--- config.mk ---
export PLATFORM = sky130hd
export DESIGN_NAME = ldf_supervisor
export DESIGN_NICKNAME = d
export VERILOG_FILES = /design/src/shared/ldf_pkg.sv /design/src/ldf_sync.sv /design/src/ldf_supervisor.sv
export SDC_FILE = /design/constraint.sdc
export NUM_CORES = 1
export LEC_CHECK = 0
export BUFFER_PORTS_ARGS = -buffer_cell sky130_fd_sc_hd__buf_2
export CAP_MARGIN = 10
export CORE_ASPECT_RATIO = 0.7
export CORE_MARGIN = 4
export CORE_UTILIZATION = 45
export CTS_CLUSTER_DIAMETER = 150
export CTS_CLUSTER_SIZE = 16
export DETAILED_ROUTE_END_ITERATION = 8
export PLACE_DENSITY_LB_ADDON = 0.3
export SLEW_MARGIN = 20
export SYNTH_ARGS = -nofsm -noshare
export SYNTH_HDL_FRONTEND = slang
export SYNTH_SLANG_ARGS = --single-unit
--- constraint.sdc ---
create_clock -name i_clk_sys -period 2.9 [get_ports i_clk_sys]
set_clock_uncertainty 0.2 [all_clocks]
set_input_delay 0.725 -clock i_clk_sys [delete_from_list [all_inputs] [get_ports i_clk_sys]]
set_output_delay 0.725 -clock i_clk_sys [all_outputs]
set_load 0.02 [all_outputs]
--- src/shared/ldf_pkg.sv ---
// Purpose: shared constants for the led row supervision logic
// Assumes: 125 MHz system clock
// Notes:   times are kept in their own unit, cycle counts derived here
package ldf_pkg;
    localparam int unsigned CLK_MHZ        = 125;
    localparam int unsigned ROWS           = 6;
    localparam int unsigned SHORT_MASK_US  = 100;
    localparam int unsigned SHORT_MASK_CYC = SHORT_MASK_US * CLK_MHZ;
    localparam int unsigned MASK_W         = 14;
    localparam logic [MASK_W-1:0] MASK_LAST = MASK_W'(SHORT_MASK_CYC - 1);
    localparam logic [ROWS-1:0] ROWS_ZERO  = 6'h00;
    localparam logic [ROWS-1:0] ROWS_ALL   = 6'h3f;

    typedef enum logic [2:0] {
        LDF_OFF     = 3'b000,
        LDF_START   = 3'b001,
        LDF_RUN     = 3'b010,
        LDF_LATCHED = 3'b011,
        LDF_THERMAL = 3'b100
    } ldf_state_e;
endpackage

--- src/ldf_sync.sv ---
// Purpose: two-flop synchroniser for a bundle of levels
// Assumes: single clock, synchronous active-high reset
// Notes:   first stage read only by the second stage
`timescale 1ns/100ps
module ldf_sync #(
    parameter int W = 1
) (
    input  wire logic         i_clk_sys,
    input  wire logic         i_sys_rst,
    input  wire logic [W-1:0] i_async,
    output logic      [W-1:0] o_sync
);
    typedef struct packed {
        logic [W-1:0] meta;
        logic [W-1:0] sync;
    } ldf_sync_s;

    ldf_sync_s r_q;
    ldf_sync_s r_d;

    // shift through two stages
    always_comb begin
        r_d.meta = i_async;
        r_d.sync = r_q.meta;
    end

    always_ff @(posedge i_clk_sys) begin
        if (i_sys_rst) begin
            r_q <= '0;
        end else begin
            r_q <= r_d;
        end
    end

    assign o_sync = r_q.sync;
endmodule

--- src/ldf_supervisor.sv ---
// Purpose: dimming gate and fault policy for a six-row led driver
// Assumes: comparator and strap inputs are synchronised here
// Notes:   analog loop, current set and current limit are outside
`timescale 1ns/100ps
module ldf_supervisor
    import ldf_pkg::*;
(
    input  wire logic            i_clk_sys,
    input  wire logic            i_sys_rst,
    input  wire logic            i_enable,
    input  wire logic            i_brightness_pwm_in,
    input  wire logic            i_policy_high,
    input  wire logic            i_overtemp,
    input  wire logic            i_temp_recovered,
    input  wire logic            i_overvoltage_sense,
    input  wire logic            i_softstart_done,
    input  wire logic [ROWS-1:0] i_row_open,
    input  wire logic [ROWS-1:0] i_row_short,
    output logic      [ROWS-1:0] o_row_on,
    output logic                 o_boost_run,
    output logic                 o_ldo_on,
    output logic                 o_softstart_run,
    output logic                 o_fault_out,
    output logic                 o_fault_oe_n,
    output logic      [ROWS-1:0] o_row_excluded
);
    localparam int SW = 2 * ROWS + 6;

    // all inputs except i_softstart_done cross into the clock domain first
    logic [SW-1:0] sync_w;
    ldf_sync #(.W(SW)) u_sync (
        .i_clk_sys (i_clk_sys),
        .i_sys_rst (i_sys_rst),
        .i_async   ({i_enable, i_brightness_pwm_in, i_policy_high, i_overtemp,
                     i_temp_recovered, i_overvoltage_sense, i_row_open, i_row_short}),
        .o_sync    (sync_w)
    );

    logic            en_s;
    logic            pwm_s;
    logic            pol_s;
    logic            ot_s;
    logic            trec_s;
    logic            ov_s;
    logic [ROWS-1:0] open_s;
    logic [ROWS-1:0] short_s;
    assign {en_s, pwm_s, pol_s, ot_s, trec_s, ov_s, open_s, short_s} = sync_w;

    typedef struct packed {
        ldf_state_e      st;
        logic            pwm_prev;
        logic            ov_pause;
        logic [MASK_W-1:0] mask_cnt;
        logic [ROWS-1:0] excl;
        logic [ROWS-1:0] row_on;
        logic            boost;
        logic            ss_run;
        logic            ldo;
        logic            fault_oe_n;
    } ldf_s;

    ldf_s r_q;
    ldf_s r_d;

    logic [ROWS-1:0] live_short;
    logic            mask_done;
    assign live_short = short_s & ~r_q.excl;
    assign mask_done  = (r_q.mask_cnt == MASK_LAST);

    // rows left in the loop once disconnected ones are taken out
    function automatic logic [ROWS-1:0] kept_rows(input logic [ROWS-1:0] ex);
        return ROWS_ALL & ~ex;
    endfunction

    // one next-state process; thermal overrides everything but an enable drop
    always_comb begin
        r_d          = r_q;
        r_d.pwm_prev = pwm_s;
        // overvoltage: pause until sense falls below lower threshold (hysteresis in comparator)
        r_d.ov_pause = ov_s;
        case (r_q.st)
            LDF_OFF: begin
                r_d.excl     = ROWS_ZERO;
                r_d.mask_cnt = '0;
                if (en_s) begin
                    r_d.st = LDF_START;
                end
            end
            LDF_START: begin
                // no stale mask count may survive into run
                r_d.mask_cnt = '0;
                // floating rows seen at full duty; a latch must beat soft-start done
                if (|open_s && !pol_s) begin
                    r_d.st = LDF_LATCHED;
                end else begin
                    if (|open_s) begin
                        r_d.excl = r_q.excl | open_s;
                    end
                    if (i_softstart_done) begin
                        r_d.st = LDF_RUN;
                    end
                end
            end
            LDF_RUN: begin
                // mask counter: restart on new on phase, clear when short gone
                if (pol_s || live_short == ROWS_ZERO ||
                    (pwm_s && !r_q.pwm_prev)) begin
                    r_d.mask_cnt = '0;
                end else if (pwm_s && !mask_done) begin
                    r_d.mask_cnt = r_q.mask_cnt + 1'b1;
                end
                if (!pol_s && mask_done && live_short != ROWS_ZERO) begin
                    r_d.st = LDF_LATCHED;
                end
                if (|(open_s & ~r_q.excl)) begin
                    if (pol_s) begin
                        r_d.excl = r_q.excl | open_s;
                    end else begin
                        r_d.st = LDF_LATCHED;
                    end
                end
            end
            LDF_LATCHED: begin
                // only an enable drop or an overtemp (into thermal) releases the latch
                r_d.mask_cnt = '0;
            end
            LDF_THERMAL: begin
                r_d.mask_cnt = '0;
                if (trec_s) begin
                    r_d.st = LDF_START;
                end
            end
            default: begin
                r_d.st = LDF_OFF;
            end
        endcase
        if (!en_s) begin
            r_d.st = LDF_OFF;
        end else if (ot_s) begin
            r_d.st = LDF_THERMAL;
        end
        // outputs from next state so they land in flops
        r_d.ss_run    = (r_d.st == LDF_START);
        r_d.fault_oe_n = !((r_d.st == LDF_THERMAL) || (r_d.st == LDF_LATCHED));
        // ldo tracks enable alone; thermal does not touch it
        r_d.ldo       = en_s;
        case (r_d.st)
            LDF_START: begin
                r_d.row_on = kept_rows(r_d.excl);
                r_d.boost  = !ov_s;
            end
            LDF_RUN: begin
                r_d.row_on = pwm_s ? kept_rows(r_d.excl) : ROWS_ZERO;
                r_d.boost  = pwm_s && !ov_s;
            end
            default: begin
                r_d.row_on = ROWS_ZERO;
                r_d.boost  = 1'b0;
            end
        endcase
    end

    // fault line released during reset, everything else off
    always_ff @(posedge i_clk_sys) begin
        if (i_sys_rst) begin
            r_q <= '{st: LDF_OFF, fault_oe_n: 1'b1, default: '0};
        end else begin
            r_q <= r_d;
        end
    end

    assign o_row_on        = r_q.row_on;
    assign o_boost_run     = r_q.boost;
    assign o_ldo_on        = r_q.ldo;
    assign o_softstart_run = r_q.ss_run;
    assign o_fault_out     = 1'b0; // open collector only ever pulls low
    assign o_fault_oe_n    = r_q.fault_oe_n;
    assign o_row_excluded  = r_q.excl;

    // checks
    thermal_off_a: assert property (@(posedge i_clk_sys) disable iff (i_sys_rst)
        r_q.st == LDF_THERMAL |-> !o_boost_run && o_row_on == ROWS_ZERO && !o_fault_oe_n)
        else $error("thermal not shut down");
    thermal_back_a: assert property (@(posedge i_clk_sys) disable iff (i_sys_rst)
        r_q.st == LDF_THERMAL && trec_s && en_s && !ot_s |=> r_q.st == LDF_START)
        else $error("no thermal recovery");
    ldo_alive_a: assert property (@(posedge i_clk_sys) disable iff (i_sys_rst)
        r_q.st == LDF_THERMAL |-> o_ldo_on)
        else $error("ldo dropped in thermal");
    pwm_off_a: assert property (@(posedge i_clk_sys) disable iff (i_sys_rst)
        r_q.st == LDF_RUN && r_d.st == LDF_RUN && !pwm_s |=> o_row_on == ROWS_ZERO && !o_boost_run)
        else $error("rows on in off phase");
    start_full_a: assert property (@(posedge i_clk_sys) disable iff (i_sys_rst)
        r_q.st == LDF_START |-> o_row_on == (ROWS_ALL & ~r_q.excl))
        else $error("start not full duty");
    short_latch_a: assert property (@(posedge i_clk_sys) disable iff (i_sys_rst)
        r_q.st == LDF_RUN && en_s && !ot_s && !pol_s && mask_done && live_short != ROWS_ZERO
        |=> r_q.st == LDF_LATCHED && !o_fault_oe_n)
        else $error("short not latched");
    policy_high_a: assert property (@(posedge i_clk_sys) disable iff (i_sys_rst)
        pol_s && r_q.st == LDF_RUN && !ot_s && en_s |=> r_q.st != LDF_LATCHED)
        else $error("latched under high policy");
    mask_clear_a: assert property (@(posedge i_clk_sys) disable iff (i_sys_rst)
        live_short == ROWS_ZERO |=> r_q.mask_cnt == '0)
        else $error("mask not cleared");
    mask_restart_a: assert property (@(posedge i_clk_sys) disable iff (i_sys_rst)
        r_q.st == LDF_RUN && pwm_s && !r_q.pwm_prev |=> r_q.mask_cnt == '0)
        else $error("mask not restarted");
    enable_clear_a: assert property (@(posedge i_clk_sys) disable iff (i_sys_rst)
        !en_s |=> r_q.st == LDF_OFF && o_fault_oe_n)
        else $error("enable drop did not clear");
    cv_run_c: cover property (@(posedge i_clk_sys) r_q.st == LDF_START ##1 r_q.st == LDF_RUN);
    cv_latch_c: cover property (@(posedge i_clk_sys) r_q.st == LDF_LATCHED);
    cv_therm_c: cover property (@(posedge i_clk_sys) r_q.st == LDF_THERMAL ##1 r_q.st == LDF_START);
    cv_excl_c: cover property (@(posedge i_clk_sys) r_q.excl != ROWS_ZERO && r_q.st == LDF_RUN);
endmodule

== After elaboration in Yosys (flattened, before gate mapping) ==
Cells that the tools add are included.
Widths: inputs -> output; s select.

* Bits in registers: 70
* Bits in latches: 0
* RAM bits: 0
* Memory bits (read-only): 0
* Input port bits: 21
* Output and inout bits: 17
* Logic and storage cells: 68
* Memories: 0

* Add/sub/neg operators: 1
* Multipliers: 0
* Div/mod/pow operators: 0
* Magnitude comparators: 0
* Equal/unequal tests: 10
* Shifts and indexed selects: 0
* Muxes and demuxes: 19
* Bitwise gates (word level): 5
* Reductions and logical operators: 22

{| class="wikitable"
|+ Operators with widths
! kind !! number
|-
| $mux 6 || 5
|-
| $mux 14 || 2
|-
| $pmux 14 s2 || 1
|-
| $mux 3 || 8
|-
| $pmux 6 s3 || 1
|-
| $pmux 3 s5 || 1
|-
| $add 14x1->14 const B || 1
|-
| $eq 14x14->1 const B || 1
|-
| $pmux 7 s2 || 1
|-
| $and 6x6->6 || 2
|-
| $eq 3x2->1 const B || 4
|-
| $not 6->6 || 2
|-
| $reduce_or 6->1 || 2
|-
| $eq 3x1->1 const B || 2
|-
| $eq 3x3->1 const B || 2
|-
| $logic_and 1x1->1 || 6
|-
| $logic_not 6->1 || 1
|-
| $or 6x6->6 || 1
|-
| $reduce_bool 6->1 || 1
|-
| $logic_not 1->1 || 5
|-
| $reduce_or 4->1 || 1
|-
| $logic_not 3->1 || 1
|-
| $logic_or 1x1->1 || 3
|-
| $ne 3x3->1 const B || 1
|-
| other kinds (2) || 2
|}

== Logic depth before layout (Yosys ltp) ==
* Depth in word-level cells: 13
* Gate-level depth with buffers: 8
* Gate-level depth less buffers: 7

== Hierarchy ==
Synthesis repeated with hierarchy kept, for this count alone.

* Cells, all modules: 314
* Area total of the unflattened synthesis: 2930.3 um2

{| class="wikitable"
|+ By module, submodules not included
! module !! times used !! cells each !! area an instance (um2) !! seq. area each (um2)
|-
| ldf_supervisor || 1 || 239 || 1935.6 || 680.7
|-
| ldf_sync || 1 || 75 || 994.7 || 720.7
|}

== Worst setup path before layout ==
Ideal clock, no wire load.

* Kind: register -> register
* Start: register r_q[18] (netlist bit)
* End: register r_q (netlist bit o_boost_run)
* Setup time: 0.071 ns
* Arrival time: 2.248 ns
* Data required time: 2.629 ns
* Path slack: 0.381 ns
* Cell stages (with the launch flop): 7
* Cells stage by stage: dfxtp_1 > or4b_1 > or4_1 > o21bai_1 > a21o_1 > a221o_2 > a21oi_1

* Longest elaborated chain between the ends: 11
* Elaborated cells between the ends (all ways): 12

{| class="wikitable"
|+ RTL lines
! item !! RTL line !! source
|-
| from (decl) || ldf_supervisor.sv:62 || <nowiki>ldf_s r_q;</nowiki>
|-
| from (signal assigned) || ldf_supervisor.sv:168 || <nowiki>r_q <= r_d;</nowiki>
|-
| $eq 14x14->1 * || ldf_supervisor.sv:68 || <nowiki>assign mask_done = (r_q.mask_cnt == MASK_LAST);</nowiki>
|-
| $logic_and 1x1->1 * (2 in a row) || ldf_supervisor.sv:112 || <nowiki>if (!pol_s && mask_done && live_short != ROWS_ZERO) begin</nowiki>
|-
| $mux 3 * || ldf_supervisor.sv:112 ||
|-
| $mux 3 || ldf_supervisor.sv:116 || <nowiki>if (pol_s) begin</nowiki>
|-
| $mux 3 * || ldf_supervisor.sv:115 || <nowiki>if (|(open_s & ~r_q.excl)) begin</nowiki>
|-
| $pmux 3 s5 * || ldf_supervisor.sv:81 || <nowiki>case (r_q.st)</nowiki>
|-
| $mux 3 * || ldf_supervisor.sv:139 || <nowiki>end else if (ot_s) begin</nowiki>
|-
| $mux 3 * || ldf_supervisor.sv:137 || <nowiki>if (!en_s) begin</nowiki>
|-
| $eq 3x2->1 or $eq 3x1->1 (tied branches) || ldf_supervisor.sv:147 || <nowiki>case (r_d.st)</nowiki>
|-
| $pmux 7 s2 * || ldf_supervisor.sv:147 ||
|}

Mark *: on every way between the ends. The rest lies on a longest branch, timed or not.
A chain may end at the register's enable or synchronous reset.

== Worst setup path in the final report ==
Ends and elaborated chain as after synthesis.

==> impl_metrics.toml <==
[status]
outcome = "finished clean"

[logic_synthesis]
synth_nets = 290
syn-cell-area_um2 = 2620
number_of_enable_flip_flop_cells_after_synthesis = 0
seq_area_frac_synth = 0.536
asyncSetResetFlopFracSynth = 0
synth_largest_type_area_fraction = 0.536
postSynthRegisterBits = 70
synthCells = 268
synth.lib_cells_used.distinct = 46
yosys_warnings = 0
synth.area.top_cells = "sky130_fd_sc_hd__dfxtp_1, sky130_fd_sc_hd__nor2b_1, sky130_fd_sc_hd__buf_4"
synthFlopType = "sky130_fd_sc_hd__dfxtp_1"
netlist.top_cell.by_area = "sky130_fd_sc_hd__dfxtp_1"
syn_avg_cell_area_um2 = 9.76

[drt]
firstDrtPassIters = 4
wire_per_inst_um = 12.3
routed-via-count = 1773
initial_drt_markers = 114
viasPerCell = 4.73
detail_route_antenna_nets = 0
drc = 0
totalWireLength_um = 4610

[critical_path]
worstPathCellList = "or4b_1 > or4_1 > o21bai_1 > a21o_1 > a221o_2 > a21oi_1"
path_buf_inv = 0
worst_path_dominant_cell_family = "simple AND/OR/NAND/NOR gates"
startpoint_of_the_most_critical_register_to_register_path = "r_q[18]"
crit_start = "r_q[18]"
critPathCaptureType = "flop"
critical_path.max_fanout = 8
critPathRequiredTime_ps = 2960
arrival_ps = 2810
critical_path_class = "flop to flop"
crit_path_max_incr_delay_ps = 540
startpoint_class_of_the_critical_path = "flop"
crit_path_top_delay_cell = "sky130_fd_sc_hd__or4b_1"

[sta]
finalWorstPathRequiredPeriod_ps = 2750
final.period_utilization = 0.949
fmax_mhz = 363
setup_viol = 0
slew_viol_final = 0
grt_setup_unrepaired = "false"
timing_hold_violations_final = 0
final.setup.tns_ps = 0
worst_hold_slack_ps = 240

[layout]
drive_above_1_share = 0.208
antenna_cells_inserted = 0
layout.nets = 320
area_growth_syn_to_layout_pct = 14.2

[global_route]
grtUsageTotal = 0.137
antenna_found_initial = 0
overflow = 0
grt_max_degree = 44
grt_pass1_wl_um = 7650
grt_pass1_vias = 1591

[power_and_ir_drop]
post-layout-total-power_mw = 1.86
total_leakage_power_nw = 1.18
power_density_normalized_to_cell_area_nw_per_um2 = 623
ir_drop_mv = 0.287

[clock_network]
cts_tree = "built"
ctsResizeCount = 0
numCtsBuffers = 9
postCtsSetupBuffers = 0
cts.htree.levels = 3
max-clock-path-buffers = 2
clk_transition_reported_paths_ps = 80
numClockSinks = 70
clk_latency_ps = 340
postCtsHoldBufs = 0
root_buffer = "sky130_fd_sc_hd__clkbuf_8"

[placement]
gp_routability_congestion = 0.834
port-buffer-count = 36
hpwl_um = 3260

[run]
drv.max_cap_violation_count = 0

[worst_hold_path]
worst_min_path_class = "flop to flop"
worstHoldStart = "u_sync.r_d[16]"

[floorplanning]
die-area_um2 = 7110
pin_count = 38
die_width_um = 99.1
dieHeight_um = 71.8
initial_core_util = 0.482
coreArea_um2 = 5420
placement_rows = 22
report_power, final:
part	total [mW]	switching [mW]	internal, mW	leakage, nW
clock network	0.785	0.378	0.407	0.0968
logic	0.0759	0.0406	0.0353	0.515
registers	0.999	0.0110	0.988	0.573
total	1.86	0.429	1.43	1.18
logic make-up after synthesis:
| logic type | share of synthesized area |
|---|---|
| flip-flops | 0.536 |
| adder cells (fa/ha/maj) | 0.00478 |
| XOR/XNOR | 0.0234 |
| other | 0.00143 |
| AND/OR/NAND/NOR | 0.214 |
| multiplexers | 0.00383 |
| buffers and inverters | 0.0708 |
| AO/OA/AOI/OAI | 0.145 |
through the flow:
step	cell area, um^2	setup slack, ps	util	instances
floorplan	2620	381	-	268
global placement	2780	289	0.513	359
detailed placement	2780	180	0.513	359
CTS	2990	136	0.551	375
global route	2990	15.9	0.551	375
finish	2990	148	0.551	375
synthesized netlist by cell type, types with 2 or more instances:
master	n
sky130_fd_sc_hd__dfxtp_1	70
sky130_fd_sc_hd__nor2b_1	38
sky130_fd_sc_hd__nor2_1	23
sky130_fd_sc_hd__inv_1	16
sky130_fd_sc_hd__buf_4	13
sky130_fd_sc_hd__a21oi_1	8
sky130_fd_sc_hd__o21ai_0	8
sky130_fd_sc_hd__nand2_1	7
sky130_fd_sc_hd__a21boi_1	6
sky130_fd_sc_hd__a22oi_1	6
sky130_fd_sc_hd__or3_1	6
sky130_fd_sc_hd__xor2_1	6
sky130_fd_sc_hd__clkbuf_1	5
sky130_fd_sc_hd__nand2b_1	5
sky130_fd_sc_hd__nand3_1	4
sky130_fd_sc_hd__o2111ai_1	4
sky130_fd_sc_hd__o22ai_1	4
sky130_fd_sc_hd__a31oi_1	3
sky130_fd_sc_hd__nor3_1	3
sky130_fd_sc_hd__a21o_1	2
sky130_fd_sc_hd__and3_2	2
sky130_fd_sc_hd__nor3b_1	2
sky130_fd_sc_hd__nor4_1	2
sky130_fd_sc_hd__o21ai_1	2
sky130_fd_sc_hd__or4b_1	2
metal layers:
metal	wire, um	vias up	global-route usage
met5	0	-	0
met4	92	0	0.0712
met3	300	8	0.0486
met2	1620	50	0.162
met1	2590	762	0.209
li1	-	953	-
layout by cell type, fill, tap and decap left out, types with 4 or more instances in the layout:
cell	n
sky130_fd_sc_hd__a22oi_1	6
sky130_fd_sc_hd__nand2b_1	5
sky130_fd_sc_hd__o21ai_0	8
sky130_fd_sc_hd__xor2_1	6
sky130_fd_sc_hd__or3_1	6
sky130_fd_sc_hd__a21boi_1	6
sky130_fd_sc_hd__o2111ai_1	4
sky130_fd_sc_hd__dfxtp_1	70
sky130_fd_sc_hd__nor2_1	23
sky130_fd_sc_hd__buf_2	36
sky130_fd_sc_hd__nand2_1	7
sky130_fd_sc_hd__nor2b_1	38
sky130_fd_sc_hd__o22ai_1	4
sky130_fd_sc_hd__inv_1	16
sky130_fd_sc_hd__a21oi_1	8
sky130_fd_sc_hd__nand3_1	4
sky130_fd_sc_hd__clkbuf_8	9
worst reg2reg max path: cells and delay by family (launching register included):
kind | cells | cell delay [ps]
simple gates | 2 | 1070
compound gates | 4 | 1030
flops | 1 | 370
worst paths after layout:
path | slack [ps] | endpoint | cells after the start
worst max-delay path | 150 | o_boost_run | 6
worst min-delay path | 240 | u_sync.o_sync[16] | 1
worst max register to register | 150 | o_boost_run | 6
worst min register to register | 240 | u_sync.o_sync[16] | 1
sequential cells by signal, indices dropped and copies added (netlist names):
| signal | count |
|---|---|
| o_fault_oe_n | 1 |
| o_row_on | 6 |
| r_q | 18 |
| o_boost_run | 1 |
| o_softstart_run | 1 |
| u_sync.r_d | 18 |
| o_row_excluded | 6 |
| u_sync.o_sync | 18 |
| o_ldo_on | 1 |
final cells by class:
cell class,count,area (um^2)
clock buffer,9,124
clock inverter,7,80.1
fill,493,2440
inverter,16,60.1
multi-input combinational,162,1030
sequential,70,1400
tap,72,90.1
timing repair buffer,39,203
No activity file was read; power rests on OpenSTA's default activity.
